$ cat src/include/amcr_pkg.sv
// Package for the converter mode control register bank.
// Assumes one 50 MHz system clock; serial pins are sampled, not used as clocks.
package amcr_pkg;
  // Register addresses on the serial port (7-bit address field)
  localparam logic [6:0] AMCR_ADDR_RESET = 7'h00;
  localparam logic [6:0] AMCR_ADDR_FMT_PWR = 7'h01;
  localparam logic [6:0] AMCR_ADDR_OUT_MODE = 7'h02;
  localparam logic [6:0] AMCR_ADDR_TP_HIGH = 7'h03;
  localparam logic [6:0] AMCR_ADDR_TP_LOW = 7'h04;
  // Values after reset, hardware or software
  localparam logic [7:0] AMCR_REG_RESET_VAL = 8'h00;
  // Format and power register fields
  localparam int AMCR_FP_DCS_OFF = 7;
  localparam int AMCR_FP_SCRAMBLE = 6;
  localparam int AMCR_FP_SIGNED = 5;
  localparam int AMCR_FP_SLEEP = 4;
  localparam int AMCR_FP_NAP2 = 3;
  localparam int AMCR_FP_NAP1 = 0;
  // Output mode register fields
  localparam int AMCR_OM_CUR_HI = 7;
  localparam int AMCR_OM_CUR_LO = 5;
  localparam int AMCR_OM_TERM = 4;
  localparam int AMCR_OM_OFF = 3;
  localparam int AMCR_OM_TEST = 2;
  localparam int AMCR_OM_LANE_HI = 1;
  localparam int AMCR_OM_LANE_LO = 0;
  // Software reset bit of the reset register
  localparam int AMCR_RST_BIT = 7;
  // Serial word: one command bit, seven address bits, eight data bits
  localparam logic [4:0] AMCR_WORD_BITS = 5'h10;
  // Driver current codes in units of 0.25 mA
  localparam logic [3:0] AMCR_CODE_NONE = 4'h0;
  localparam logic [5:0] AMCR_CUR_TABLE [8] = '{6'h0e, 6'h10, 6'h12, 6'h00,
                                                6'h0c, 6'h0a, 6'h08, 6'h07};
  // Lane count select encodings
  typedef enum logic [1:0] {
    AMCR_LANE2 = 2'b00,
    AMCR_LANE4 = 2'b01,
    AMCR_LANE1 = 2'b10,
    AMCR_LANE_BAD = 2'b11
  } amcr_lane_t;
  // Serial port states
  typedef enum logic [1:0] {
    AMCR_IDLE = 2'b00,
    AMCR_SHIFT = 2'b01,
    AMCR_DONE = 2'b10
  } amcr_state_t;
endpackage : amcr_pkg

$ cat src/rtl/amcr_regs.sv
// Mode control register bank of a dual 16-bit converter, with output formatting.
// Assumes serial pins from outside; sys_clk samples them and finds serial clock edges.
`timescale 1ns/100ps
module amcr_regs
  import amcr_pkg::*;
(
  input wire logic sys_clk,
  input wire logic reset_n,
  input wire logic spi_cs_n,
  input wire logic spi_sck,
  input wire logic spi_sdi,
  output logic spi_sdo_o,
  output logic spi_sdo_oe,
  input wire logic [15:0] ch1_raw,
  input wire logic [15:0] ch2_raw,
  output logic [15:0] ch1_data,
  output logic [15:0] ch2_data,
  output logic duty_stabilizer_disable,
  output logic ch1_power_down,
  output logic ch2_power_down,
  output logic sleep_active,
  output logic [5:0] driver_current,
  output logic internal_term_enable,
  output logic output_disable,
  output logic [1:0] lane_count_select,
  output logic lane_code_invalid
);

  // Sign flip for two's complement, then optional randomize
  function automatic logic [15:0] amcr_format(input logic [15:0] raw, input logic signed_sel,
                                              input logic scramble);
    logic [15:0] v;
    v = signed_sel ? {~raw[15], raw[14:0]} : raw;
    if (scramble) begin
      v = {v[15:1] ^ {15{v[0]}}, v[0]};
    end
    return v;
  endfunction : amcr_format

  // Two-flop synchronisers for the serial pins
  logic [1:0] cs_sync_q, sck_sync_q, sdi_sync_q;
  logic sck_prev_q;
  always_ff @(posedge sys_clk) begin
    if (!reset_n) begin
      cs_sync_q <= 2'b11;
      sck_sync_q <= 2'b00;
      sdi_sync_q <= 2'b00;
      sck_prev_q <= 1'b0;
    end else begin
      cs_sync_q <= {cs_sync_q[0], spi_cs_n};
      sck_sync_q <= {sck_sync_q[0], spi_sck};
      sdi_sync_q <= {sdi_sync_q[0], spi_sdi};
      sck_prev_q <= sck_sync_q[1];
    end
  end

  logic cs_act, sck_rise, sck_fall;
  assign cs_act = !cs_sync_q[1];
  assign sck_rise = sck_sync_q[1] && !sck_prev_q;
  assign sck_fall = !sck_sync_q[1] && sck_prev_q;

  // Serial word capture: first 16 rising edges count, later ones are ignored
  amcr_state_t state_q;
  logic [4:0] bit_cnt_q;
  logic [15:0] shift_q;
  logic [7:0] rd_shift_q;
  logic [7:0] fmt_q, mode_q, tph_q, tpl_q;
  logic [7:0] rd_val;
  logic [6:0] addr_now;
  assign addr_now = {shift_q[5:0], sdi_sync_q[1]};

  // Read data mux; unmapped addresses and the write-only reset register read zero
  always_comb begin
    case (addr_now)
      AMCR_ADDR_FMT_PWR: rd_val = fmt_q;
      AMCR_ADDR_OUT_MODE: rd_val = mode_q;
      AMCR_ADDR_TP_HIGH: rd_val = tph_q;
      AMCR_ADDR_TP_LOW: rd_val = tpl_q;
      default: rd_val = AMCR_REG_RESET_VAL;
    endcase
  end

  logic word_done, is_read, do_write, soft_reset;
  assign word_done = (state_q == AMCR_DONE) && !cs_act;
  assign is_read = shift_q[15];
  assign do_write = word_done && !is_read;
  assign soft_reset = do_write && (shift_q[14:8] == AMCR_ADDR_RESET) && shift_q[AMCR_RST_BIT];

  always_ff @(posedge sys_clk) begin
    if (!reset_n) begin
      state_q <= AMCR_IDLE;
      bit_cnt_q <= 5'h00;
      shift_q <= 16'h0000;
    end else begin
      case (state_q)
        AMCR_IDLE: begin
          bit_cnt_q <= 5'h00;
          if (cs_act) begin
            state_q <= AMCR_SHIFT;
          end
        end
        AMCR_SHIFT: begin
          if (!cs_act) begin
            state_q <= AMCR_IDLE; // Short word is dropped
          end else if (sck_rise) begin
            shift_q <= {shift_q[14:0], sdi_sync_q[1]};
            bit_cnt_q <= bit_cnt_q + 5'h01;
            if (bit_cnt_q == AMCR_WORD_BITS - 5'h01) begin
              state_q <= AMCR_DONE;
            end
          end
        end
        AMCR_DONE: begin
          if (!cs_act) begin
            state_q <= AMCR_IDLE; // Word acts when chip select rises
          end
        end
        default: state_q <= AMCR_IDLE;
      endcase
    end
  end

  // Readback: open-drain output pulls low for zero bits after the address
  // D7 stands from the 8th rise; the fall after it and each later fall bring the next bit
  always_ff @(posedge sys_clk) begin
    if (!reset_n) begin
      rd_shift_q <= 8'h00;
      spi_sdo_oe <= 1'b0;
      spi_sdo_o <= 1'b0;
    end else if (!cs_act) begin
      spi_sdo_oe <= 1'b0;
    end else if (state_q == AMCR_SHIFT && sck_rise && bit_cnt_q == 5'h07 && shift_q[6]) begin
      rd_shift_q <= rd_val;
      spi_sdo_oe <= !rd_val[7];
    end else if (sck_fall && bit_cnt_q >= 5'h08 && bit_cnt_q < AMCR_WORD_BITS) begin
      rd_shift_q <= {rd_shift_q[6:0], 1'b0};
      spi_sdo_oe <= !rd_shift_q[6];
    end else if (state_q == AMCR_DONE) begin
      spi_sdo_oe <= 1'b0;
    end
  end

  // Register writes; software reset clears every register
  always_ff @(posedge sys_clk) begin
    if (!reset_n || soft_reset) begin
      fmt_q <= AMCR_REG_RESET_VAL;
      mode_q <= AMCR_REG_RESET_VAL;
      tph_q <= AMCR_REG_RESET_VAL;
      tpl_q <= AMCR_REG_RESET_VAL;
    end else if (do_write) begin
      case (shift_q[14:8])
        AMCR_ADDR_FMT_PWR: fmt_q <= shift_q[7:0];
        AMCR_ADDR_OUT_MODE: mode_q <= shift_q[7:0];
        AMCR_ADDR_TP_HIGH: tph_q <= shift_q[7:0];
        AMCR_ADDR_TP_LOW: tpl_q <= shift_q[7:0];
        default: ;
      endcase
    end
  end

  // Output data path; the pattern bypasses format and randomizer
  logic [15:0] pattern;
  assign pattern = {tph_q, tpl_q};
  always_ff @(posedge sys_clk) begin
    if (!reset_n) begin
      ch1_data <= 16'h0000;
      ch2_data <= 16'h0000;
    end else if (mode_q[AMCR_OM_TEST]) begin
      ch1_data <= pattern;
      ch2_data <= pattern;
    end else begin
      ch1_data <= amcr_format(ch1_raw, fmt_q[AMCR_FP_SIGNED], fmt_q[AMCR_FP_SCRAMBLE]);
      ch2_data <= amcr_format(ch2_raw, fmt_q[AMCR_FP_SIGNED], fmt_q[AMCR_FP_SCRAMBLE]);
    end
  end

  // Power state and driver controls, registered for clean outputs
  logic [5:0] cur_base;
  assign cur_base = AMCR_CUR_TABLE[mode_q[AMCR_OM_CUR_HI:AMCR_OM_CUR_LO]];
  always_ff @(posedge sys_clk) begin
    if (!reset_n) begin
      duty_stabilizer_disable <= 1'b0;
      sleep_active <= 1'b0;
      ch1_power_down <= 1'b0;
      ch2_power_down <= 1'b0;
      driver_current <= 6'h00;
      internal_term_enable <= 1'b0;
      output_disable <= 1'b0;
      lane_count_select <= 2'b00;
      lane_code_invalid <= 1'b0;
    end else begin
      duty_stabilizer_disable <= fmt_q[AMCR_FP_DCS_OFF];
      // Soft reset momentarily sleeps the converter as well
      sleep_active <= fmt_q[AMCR_FP_SLEEP] || soft_reset;
      ch1_power_down <= fmt_q[AMCR_FP_SLEEP] || fmt_q[AMCR_FP_NAP1] || soft_reset;
      ch2_power_down <= fmt_q[AMCR_FP_SLEEP] || fmt_q[AMCR_FP_NAP2] || soft_reset;
      // Disabled outputs draw no current; termination doubles it
      if (mode_q[AMCR_OM_OFF]) begin
        driver_current <= 6'h00;
      end else if (mode_q[AMCR_OM_TERM]) begin
        driver_current <= {cur_base[4:0], 1'b0};
      end else begin
        driver_current <= cur_base;
      end
      internal_term_enable <= mode_q[AMCR_OM_TERM];
      output_disable <= mode_q[AMCR_OM_OFF];
      lane_count_select <= mode_q[AMCR_OM_LANE_HI:AMCR_OM_LANE_LO];
      lane_code_invalid <= mode_q[AMCR_OM_LANE_HI:AMCR_OM_LANE_LO] == AMCR_LANE_BAD;
    end
  end

endmodule : amcr_regs

$ cat config.mk
export PLATFORM = sky130hd
export DESIGN_NAME = amcr_regs
export DESIGN_NICKNAME = d
export VERILOG_FILES = /design/src/include/amcr_pkg.sv /design/src/rtl/amcr_regs.sv
export SDC_FILE = /design/constraint.sdc
export NUM_CORES = 1
export LEC_CHECK = 0
export CAP_MARGIN = 20
export CORE_MARGIN = 4
export CORE_UTILIZATION = 50
export CTS_BUF_LIST = sky130_fd_sc_hd__clkbuf_4 sky130_fd_sc_hd__clkbuf_8 sky130_fd_sc_hd__clkbuf_16
export DETAILED_ROUTE_END_ITERATION = 10
export DONT_BUFFER_PORTS = 1
export SLEW_MARGIN = 20
export SYNTH_ARGS = -nofsm -noshare
export SYNTH_HDL_FRONTEND = slang
export SYNTH_SLANG_ARGS = --single-unit
$ cat constraint.sdc
create_clock -name sys_clk -period 2.7 [get_ports sys_clk]
set_input_delay 0.27 -clock sys_clk [delete_from_list [all_inputs] [get_ports sys_clk]]
set_output_delay 0.27 -clock sys_clk [all_outputs]
set_load 0.01 [all_outputs]
==> results of run 1 <==
-- kinds of logic (layout without fill, tap and decap cells) --
logic type,Yosys count,after routing,synth area share [%]
and+or+nand+nor,184,184,20.87
DFF,117,117,47.01
AOI/OAI and AO/OA,112,112,13.08
muxes,42,42,8.463
buffers and inverters,42,86,3.616
xor gates and xnor gates,32,32,5.625
adders and majority gates,5,5,1.256
other,1,1,0.07527
-- worst paths after layout --
kind,start,to,slack (ns),cells after the start
max,shift_q[12],tpl_q[6],0.52,5
min,reset_n,driver_current[1],0.03,2
max reg2reg,shift_q[12],tpl_q[6],0.52,5
min reg2reg,cs_sync_q[0],cs_sync_q[1],0.41,1
-- layout make-up --
class,instances,area (um2),share of cell area (%)
flip-flops and latches,117,2342,38.82
well taps,133,166.4,2.758
inverters,7,26.28,0.4355
clock buffers,19,435.4,7.217
repair buffers,47,437.9,7.258
multi-input cells,376,2467,40.90
clock inverters,13,157.7,2.613
-- stage by stage --
stage | hold slack, ns | setup WS, ns | total power [mW]
final | 0.03271 | 0.5230 | 4.136
after detailed placement | 0.3553 | 0.5609 | 1.907
after global routing | 0.07173 | 0.3524 | 4.271
after global placement | 0.3550 | 0.5833 | 1.903
after CTS | 0.02015 | 0.5142 | 4.172
after floorplan | 0.3715 | 0.7543 | 1.893
-- cell usage in the layout (no fill, tap or decap), types with 5 or more instances in the layout --
cell	netlist	layout
nand2_1	52	52
mux2i_1	41	41
dfxtp_1	117	117
nor2_1	22	22
xor2_1	30	30
a21oi_1	54	54
clkbuf_16	0	16
buf_4	3	13
ha_1	5	5
inv_1	6	6
nor3_1	12	12
nand3b_1	17	17
and2_1	11	11
a211oi_1	8	8
a31oi_1	6	6
dlygate4sd3_1	0	34
o21ai_0	21	21
nor2_2	24	24
nand2b_1	12	12
nand3_1	8	8
o211ai_1	6	6
-- layer usage --
metal / vias to the layer above / global-route usage, % / share of wire, %
li1: 1917 / - / -
met1: 1876 / 27.88 / 45
met2: 94 / 34.59 / 49
met3: 12 / 5.519 / 4.8
met4: 0 / 6.853 / 1.1
met5: - / 0 / 0
-- sequential cells by signal, summed over array words and instances, names as in the netlist, 7 cells and up --
signal,flops
ch1_data,16
ch2_data,16
shift_q,16
fmt_q,8
mode_q,8
tph_q,8
tpl_q,8
rd_shift_q,7
-- critical path, delay by kind of cell (launching register included) --
family	cells	cell delay, ns
buf+inv	1	0.41
simple gates	3	1.15
compound gates	1	0.13
flops	1	0.32
-- power by group --
group	switching, mW	leakage (nW)	internal (mW)
clock network	0.783	0.283	1.43
logic	0.0647	0.881	0.0625
registers	0.0320	0.954	1.76
-- what timing repair did --
action	CTS	global route
endpoints found under the hold margin	49	0
hold buffers	34	0
buffers inserted	0	0
==> impl_metrics.toml, run 1 <==
[timing]
slew_violations = 0
clock-skew-final_ns = 0.006549
slew_headroom_pct = 29.92
worstMarginPinSlew_ns = 1.048
layout_min_cycle_time_ns = 2.177
max_freq_ghz = 0.4593
setup_violations = 0
hold_viol_final = 0
rsz0062_at_grt = "false"
fin_setup_tns_ns = 0
period_share_pct = 80.63

[synth]
yosysSeqAreaShare_pct = 47.01
syn-num-nets = 577
synth.most_common_cell = "dfxtp_1"
synth_cell_type_count = 52
synthTopCellsByArea = "dfxtp_1 (47%), mux2i_1 (8.2%), a21oi_1 (5.4%)"
ys_ff_latch = 117
synth.avg_cell_area_um2 = 9.313
yosysTopAreaCell = "dfxtp_1"
yosysWarnings = 0
synth_common_cells = "dfxtp_1 (117), a21oi_1 (54), nand2_1 (52), mux2i_1 (41), xor2_1 (30)"
synth_edf_count = 0
synth_cells = 535
synth_top_area_share_pct = 47.01
netlist_area_um2 = 4982
synth_top_flop_cell = "dfxtp_1"
async_reset_ff_share_pct = 0

[placement]
place_hpwl_mm = 7.875
placed_cells = 646
gp_congestion = 0.8306
portBuffers = 0
placed_cell_area_um2 = 5100

[clock_network]
htree_levels = 4
cts_buffers = 17
clockRootBuffer = "clkbuf_8"
clk_pin_slew_ns = 0.05
cts_tree = "yes"
insertion_delay_ns = 0.51
cts.sinks = 117
cts_resized = 0
max-clock-path-buffers = 2

[setup_path]
cp_cell_sequence = "or4_4, or3_1, o21ai_4, buf_4, nor2_1"
crit_slowest_cell = "or4_4"
worst-path-max-fanout = 32
worst_path_largest_cell_delay_ns = 0.60
worstSetupPathType = "register to register"
crit_path_end_kind = "register"
arrival_ns = 2.55
cp_data_required_time_ns = 3.07
cp-start-kind = "register"

[routing]
drtAntennaViolNets = 0
drtPass1Iterations = 5
via_per_inst = 5.476
wire_per_inst_um = 16.85
finalWirelength_mm = 12.00
vias = 3899
drt_iter0_markers = 246
drcViolationCount = 0

[global_route]
grt_overflow_total = 0
antenna_found_initial = 0
grt_max_degree = 47
grt_pass1_vias = 3763
grt_pass1_wl_mm = 19.33
grt_usage_pct = 21.38

[final_layout]
fin_nets = 608
synthToLayoutAreaGrowth_pct = 21.10
drive_gt1_share_pct = 13.64
nFillCells = 848
diodes = 0
fin_util_pct = 62.01
instances_no_fill = 712
fin_area_um2 = 6033

[outcome]
status = "finished, final reports clean"

[floorplan]
fp.dieArea_um2 = 11630
fp.dieW_um = 107.8
rows = 36
fp.coreArea_um2 = 9729
initial_core_util_pct = 51.21
fp.dieH_um = 107.8
pin_count = 86

[power]
p_per_area_nw_per_um2 = 685.5
power.leakage_nw = 2.118
max-vdd-ir-drop_mv = 0.3938

[run]
maxCapViolCount = 0

[worst_hold_path]
hold_path_class = "input pin to register"
Power figures use the tool's default switching activity.
==> run 2: changes to the inputs <==
--- a/config.mk
+++ b/config.mk
@@ -11,6 +11,7 @@
 export CTS_BUF_LIST = sky130_fd_sc_hd__clkbuf_4 sky130_fd_sc_hd__clkbuf_8 sky130_fd_sc_hd__clkbuf_16
 export DETAILED_ROUTE_END_ITERATION = 10
 export DONT_BUFFER_PORTS = 1
+export PLACE_DENSITY = 0.68
 export SLEW_MARGIN = 20
 export SYNTH_ARGS = -nofsm -noshare
 export SYNTH_HDL_FRONTEND = slang
==> constraint.sdc (replaced) <==
create_clock -name sys_clk -period 1.88 [get_ports sys_clk]
set_input_delay 0.188 -clock sys_clk [delete_from_list [all_inputs] [get_ports sys_clk]]
set_output_delay 0.188 -clock sys_clk [all_outputs]
set_load 0.01 [all_outputs]
==> run 2 against run 1 <==
Effect of this change: via count is 3.3% higher; clock power is 42% higher; die area stayed put; total power is 43% higher.
==> impl_metrics.toml, run 2 (synthesis gave the netlist of run 1 again) <==
[outcome]
status = "finished, final reports clean"

[clock_network]
clk_pin_slew_ns = 0.06
cts_setup_buffers = 0
htree_levels = 4
cts_tree = "yes"
insertion_delay_ns = 0.51
cts.sinks = 117
clockRootBuffer = "clkbuf_8"
cts_buffers = 17
max-clock-path-buffers = 2

[timing]
fin_setup_tns_ns = 0
setup_violations = 0
worstMarginPinSlew_ns = 0.6098
layout_min_cycle_time_ns = 1.855
slew_headroom_pct = 59.34
hold-worst-slack_ns = 0.03783
hold_viol_final = 0
rsz0062_at_grt = "true"
max_freq_ghz = 0.5391
period_share_pct = 98.66
slew_violations = 0
setup_ws_ns = 0.02520
clock-skew-final_ns = 0.01115

[global_route]
antenna_found_initial = 0
grt_pass1_vias = 3964
grt_overflow_total = 0
grt_usage_pct = 22.19
grt_max_degree = 33
grt_pass1_wl_mm = 19.96

[setup_path]
cp_data_required_time_ns = 2.27
r2r_end = "fmt_q[0]"
worstSetupPathType = "register to register"
worst_path_largest_cell_delay_ns = 0.54
crit_slowest_cell = "or4_4"
crit_path_end = "fmt_q[0]"
startpoint = "shift_q[12]"
cp-start-kind = "register"
cp_cell_sequence = "or4_4, buf_4, nor4_4, buf_12, mux2i_2, nor2_2"
arrival_ns = 2.25
worst-path-max-fanout = 8
reg2reg_from = "shift_q[12]"
r2r_setup_slack_ns = 0.03
ff2ff_path_depth = 6
crit_path_end_kind = "register"

[final_layout]
diodes = 0
fin_area_um2 = 6314
drive_gt1_share_pct = 18.87
fin_nets = 633
multi_input_area_um2 = 2504
final_cell_mix = "dfxtp_1 (115), a21oi_1 (54), nand2_1 (52)"
fin_util_pct = 64.89
instances_no_fill = 737
synthToLayoutAreaGrowth_pct = 26.72
nFillCells = 756
largestRegisters = "ch1_data: 16 flops, ch2_data: 16 flops, shift_q: 16 flops"
regArea_um2 = 2345
final_common_cell = "dfxtp_1"

[routing]
finalWirelength_mm = 12.57
drtPass1Iterations = 5
drtAntennaViolNets = 0
drcViolationCount = 0
wire_per_inst_um = 17.05
vias = 4029
via_per_inst = 5.467
drt_iter0_markers = 295

[power]
p_per_area_nw_per_um2 = 939.7
p_total_mw = 5.933
power.leakage_nw = 2.264
max-vdd-ir-drop_mv = 0.5440

[floorplan]
fp.coreArea_um2 = 9729
fp.dieW_um = 107.8
fp.dieArea_um2 = 11630
initial_core_util_pct = 51.21
pin_count = 86
rows = 36
fp.dieH_um = 107.8

[placement]
placed_cell_area_um2 = 5355
portBuffers = 0
gp_congestion = 0.8736
dp_slack_ns = 0.03795
placed_cells = 671
place_hpwl_mm = 8.113

[worst_hold_path]
hold_path_class = "input pin to register"
whs_path_depth = 3

[run]
maxCapViolCount = 0
## run 2: cell types whose count changed in the layout (fill, tap and decap cells not counted), moves of 3 or more
cell	previous run	this run
inv_6	0	3
mux2i_1	41	37
clkinv_2	4	1
buf_4	13	33
buf_12	0	5
mux2i_2	0	3
## run 2: timing repair
item                                    in CTS  in global routing
endpoints found under the setup margin       2                 34
endpoints found under the hold margin       55                  0
hold buffers                                34                  0
gates resized for setup                      1                  8
## run 2: power by group
part	switching, mW	leakage [nW]	internal [mW]
clock	1.19	0.277	1.97
combinational	0.100	1.03	0.0977
sequential	0.0443	0.955	2.53
## run 2: how the worst min path moves through the flow
stage | start | to
finish | reset_n | tpl_q[7]
global route | reset_n | mode_q[5]
CTS | reset_n | fmt_q[6]
detailed placement | reset_n | cs_sync_q[1]
global placement | reset_n | cs_sync_q[0]
floorplan | spi_cs_n | cs_sync_q[0]
## run 2: layer usage
| metal | track usage (%) | share of wire (%) |
|---|---|---|
| met5 | 0 | 0 |
| met4 | 7.394 | 1.1 |
| met3 | 5.279 | 4.5 |
| met2 | 37.83 | 52 |
| met1 | 27.47 | 43 |
## run 2: cell type report
class	count	area share, %
Clock inverter	13	2.338
Clock buffer	19	6.996
Multi-Input combinational cell	376	39.66
Timing Repair Buffer	72	10.82
Sequential cell	117	37.14
Inverter	7	0.4162
Tap cell	133	2.636
## run 2: worst max-delay path: cells and delay by family (launching register included)
kind                   cells  cell delay (ns)
multiplexers               1             0.25
flip-flops                 1             0.32
AND/OR/NAND/NOR            3             0.79
buffers and inverters      2             0.36
==> run 3: changes to the inputs <==
--- a/config.mk
+++ b/config.mk
@@ -12,6 +12,7 @@
 export DETAILED_ROUTE_END_ITERATION = 10
 export DONT_BUFFER_PORTS = 1
 export PLACE_DENSITY = 0.68
+export SETUP_SLACK_MARGIN = 0.4
 export SLEW_MARGIN = 20
 export SYNTH_ARGS = -nofsm -noshare
 export SYNTH_HDL_FRONTEND = slang
==> run 3 against run 2 <==
Effect of this change: the run now ends with setup timing left; critical path depth shrank 1; via count grew 5.6%; first-iteration DRC count shrank 4.7%; utilization grew 6.4 points; global-route usage grew 1.5 points; worst setup slack lost 0.028 ns; fmax shrank 1.5%; critical endpoint is now tph_q[0].
==> impl_metrics.toml, run 3 (synthesis gave the netlist of run 1 again) <==
[timing]
max_freq_ghz = 0.5312
clock-skew-final_ns = 0.007748
period_share_pct = 100.1
fin_setup_tns_ns = -0.002370
slew_violations = 0
setup_violations = 1
rsz0062_at_grt = "true"
hold_viol_final = 0
layout_min_cycle_time_ns = 1.882
hold-worst-slack_ns = 0.05073
setup_ws_ns = -0.002370

[placement]
dp_slack_ns = -0.06322
place_hpwl_mm = 8.422
portBuffers = 0
gp_congestion = 0.8781
placed_cells = 672

[run]
maxCapViolCount = 0

[final_layout]
drive_gt1_share_pct = 32.47
diodes = 0
fin_nets = 645
final_cell_mix = "dfxtp_1 (104), nand2_1 (38), a21oi_1 (38)"
instances_no_fill = 749
fin_util_pct = 71.26
synthToLayoutAreaGrowth_pct = 39.15
largestRegisters = "ch1_data: 16 flops, ch2_data: 16 flops, shift_q: 16 flops"
final_common_cell = "dfxtp_1"
nFillCells = 663

[setup_path]
cp_data_required_time_ns = 2.29
worst_path_largest_cell_delay_ns = 0.56
arrival_ns = 2.30
cp-start-kind = "register"
r2r_setup_slack_ns = -0.002
r2r_end = "tph_q[0]"
crit_path_end_kind = "register"
path_delay_family = "simple AND/OR/NAND/NOR gates"
cp_cell_sequence = "or4_4, or3_4, o21ai_4, buf_12, nor2_2"
ff2ff_path_depth = 5
worstSetupPathType = "register to register"
crit_slowest_cell = "or4_4"
worst-path-max-fanout = 23
reg2reg_from = "shift_q[15]"
critPathBufInv = 1

[clock_network]
clk_pin_slew_ns = 0.06
insertion_delay_ns = 0.53
max-clock-path-buffers = 2
clockRootBuffer = "clkbuf_8"
htree_levels = 4
cts_buffers = 17
cts_tree = "yes"
cts.sinks = 117

[floorplan]
fp.coreArea_um2 = 9729
pin_count = 86
fp.dieH_um = 107.8
fp.dieW_um = 107.8
initial_core_util_pct = 51.21
fp.dieArea_um2 = 11630
rows = 36

[global_route]
grt_pass1_wl_mm = 21.28
grt_max_degree = 35
grt_pass1_vias = 4111
grt_usage_pct = 23.72
grt_overflow_total = 0
antenna_found_initial = 0

[routing]
drt_iter0_markers = 281
via_per_inst = 5.680
wire_per_inst_um = 19.00
drtPass1Iterations = 5
vias = 4254
drcViolationCount = 0
drtAntennaViolNets = 0
finalWirelength_mm = 14.23

[worst_hold_path]
hp-start = "ch2_raw[15]"
hold_path_class = "input pin to register"
whs_path_depth = 4
hold_path_end = "ch2_data[15]"

[power]
max-vdd-ir-drop_mv = 0.4499
p_per_area_nw_per_um2 = 896.5
power.leakage_nw = 2.548

[outcome]
status = "finished with violations"
violations = "setup timing"
run 3: cell count changes in the layout (fill, tap and decap cells not counted), sizes merged:
cell	delta
buf	+10
bufinv	+2
clkbuf	-2
clkinv	+1
clkinvlp	-1
dlygate4sd3	+3
inv	-1
run 3: metal layers:
metal	share of wire, %	vias to the layer above	GRT usage, %
met2	52	131	39.96
li1	-	1991	-
met1	41	2095	28.65
met5	0	-	0
met3	4.2	37	6.479
met4	2.7	0	9.288
run 3: layout make-up:
type                       count  area [um2]  share of cell area [%]
inverter                       7       27.53                  0.3970
clock buffer                  18       427.9                   6.172
multi-input combinational    376        2903                   41.87
timing repair buffer          84       839.6                   12.11
sequential                   117        2369                   34.16
clock inverter                14       200.2                   2.888
tap                          133       166.4                   2.400
run 3: how the worst max path moves through the flow:
stage          depth (start not counted)  slack, ns   endpoint   startpoint
2_1_floorplan                          6       0.02   fmt_q[0]  shift_q[15]
3_3_place_gp                           4      -0.03   tpl_q[1]   shift_q[8]
3_5_place_dp                           4      -0.06   tpl_q[4]   shift_q[8]
4_1_cts                                5       0.06  mode_q[1]  shift_q[15]
5_1_grt                                6      -0.06   tph_q[0]  shift_q[15]
6_report                               5     -0.002   tph_q[0]  shift_q[15]
run 3: metrics by stage:
| stage | area, um2 | power, mW |
|---|---|---|
| final | 6933 | 6.215 |
| after global placement | 5405 | 2.747 |
| after detailed placement | 5405 | 2.752 |
| after global routing | 6933 | 6.385 |
| after CTS | 6613 | 6.230 |
| after floorplan | 5115 | 2.726 |
run 3: tightest hold or removal path, delay by kind of cell:
| kind | cells | cell delay, ns |
|---|---|---|
| AND/OR/NAND/NOR | 1 | 0.09 |
| AO/OA/AOI/OAI | 1 | 0.08 |
| XOR/XNOR | 2 | 0.18 |
run 3: repair_timing:
| action | 4_1_cts | 5_1_grt |
|---|---|---|
| setup endpoints to repair | 93 | 64 |
| cloned | 2 | 1 |
| hold buffers | 37 | 0 |
| pin swaps | 20 | 37 |
| endpoints found under the hold margin | 84 | 0 |
| buffers inserted | 4 | 1 |
| resized for setup | 40 | 80 |
run 3: power by group:
| group | leakage, nW | internal, mW | switching (mW) |
|---|---|---|---|
| Sequential | 0.960 | 2.52 | 0.0458 |
| Clock | 0.298 | 2.20 | 1.22 |
| Combinational | 1.29 | 0.113 | 0.118 |
| Total | 2.55 | 4.84 | 1.38 |
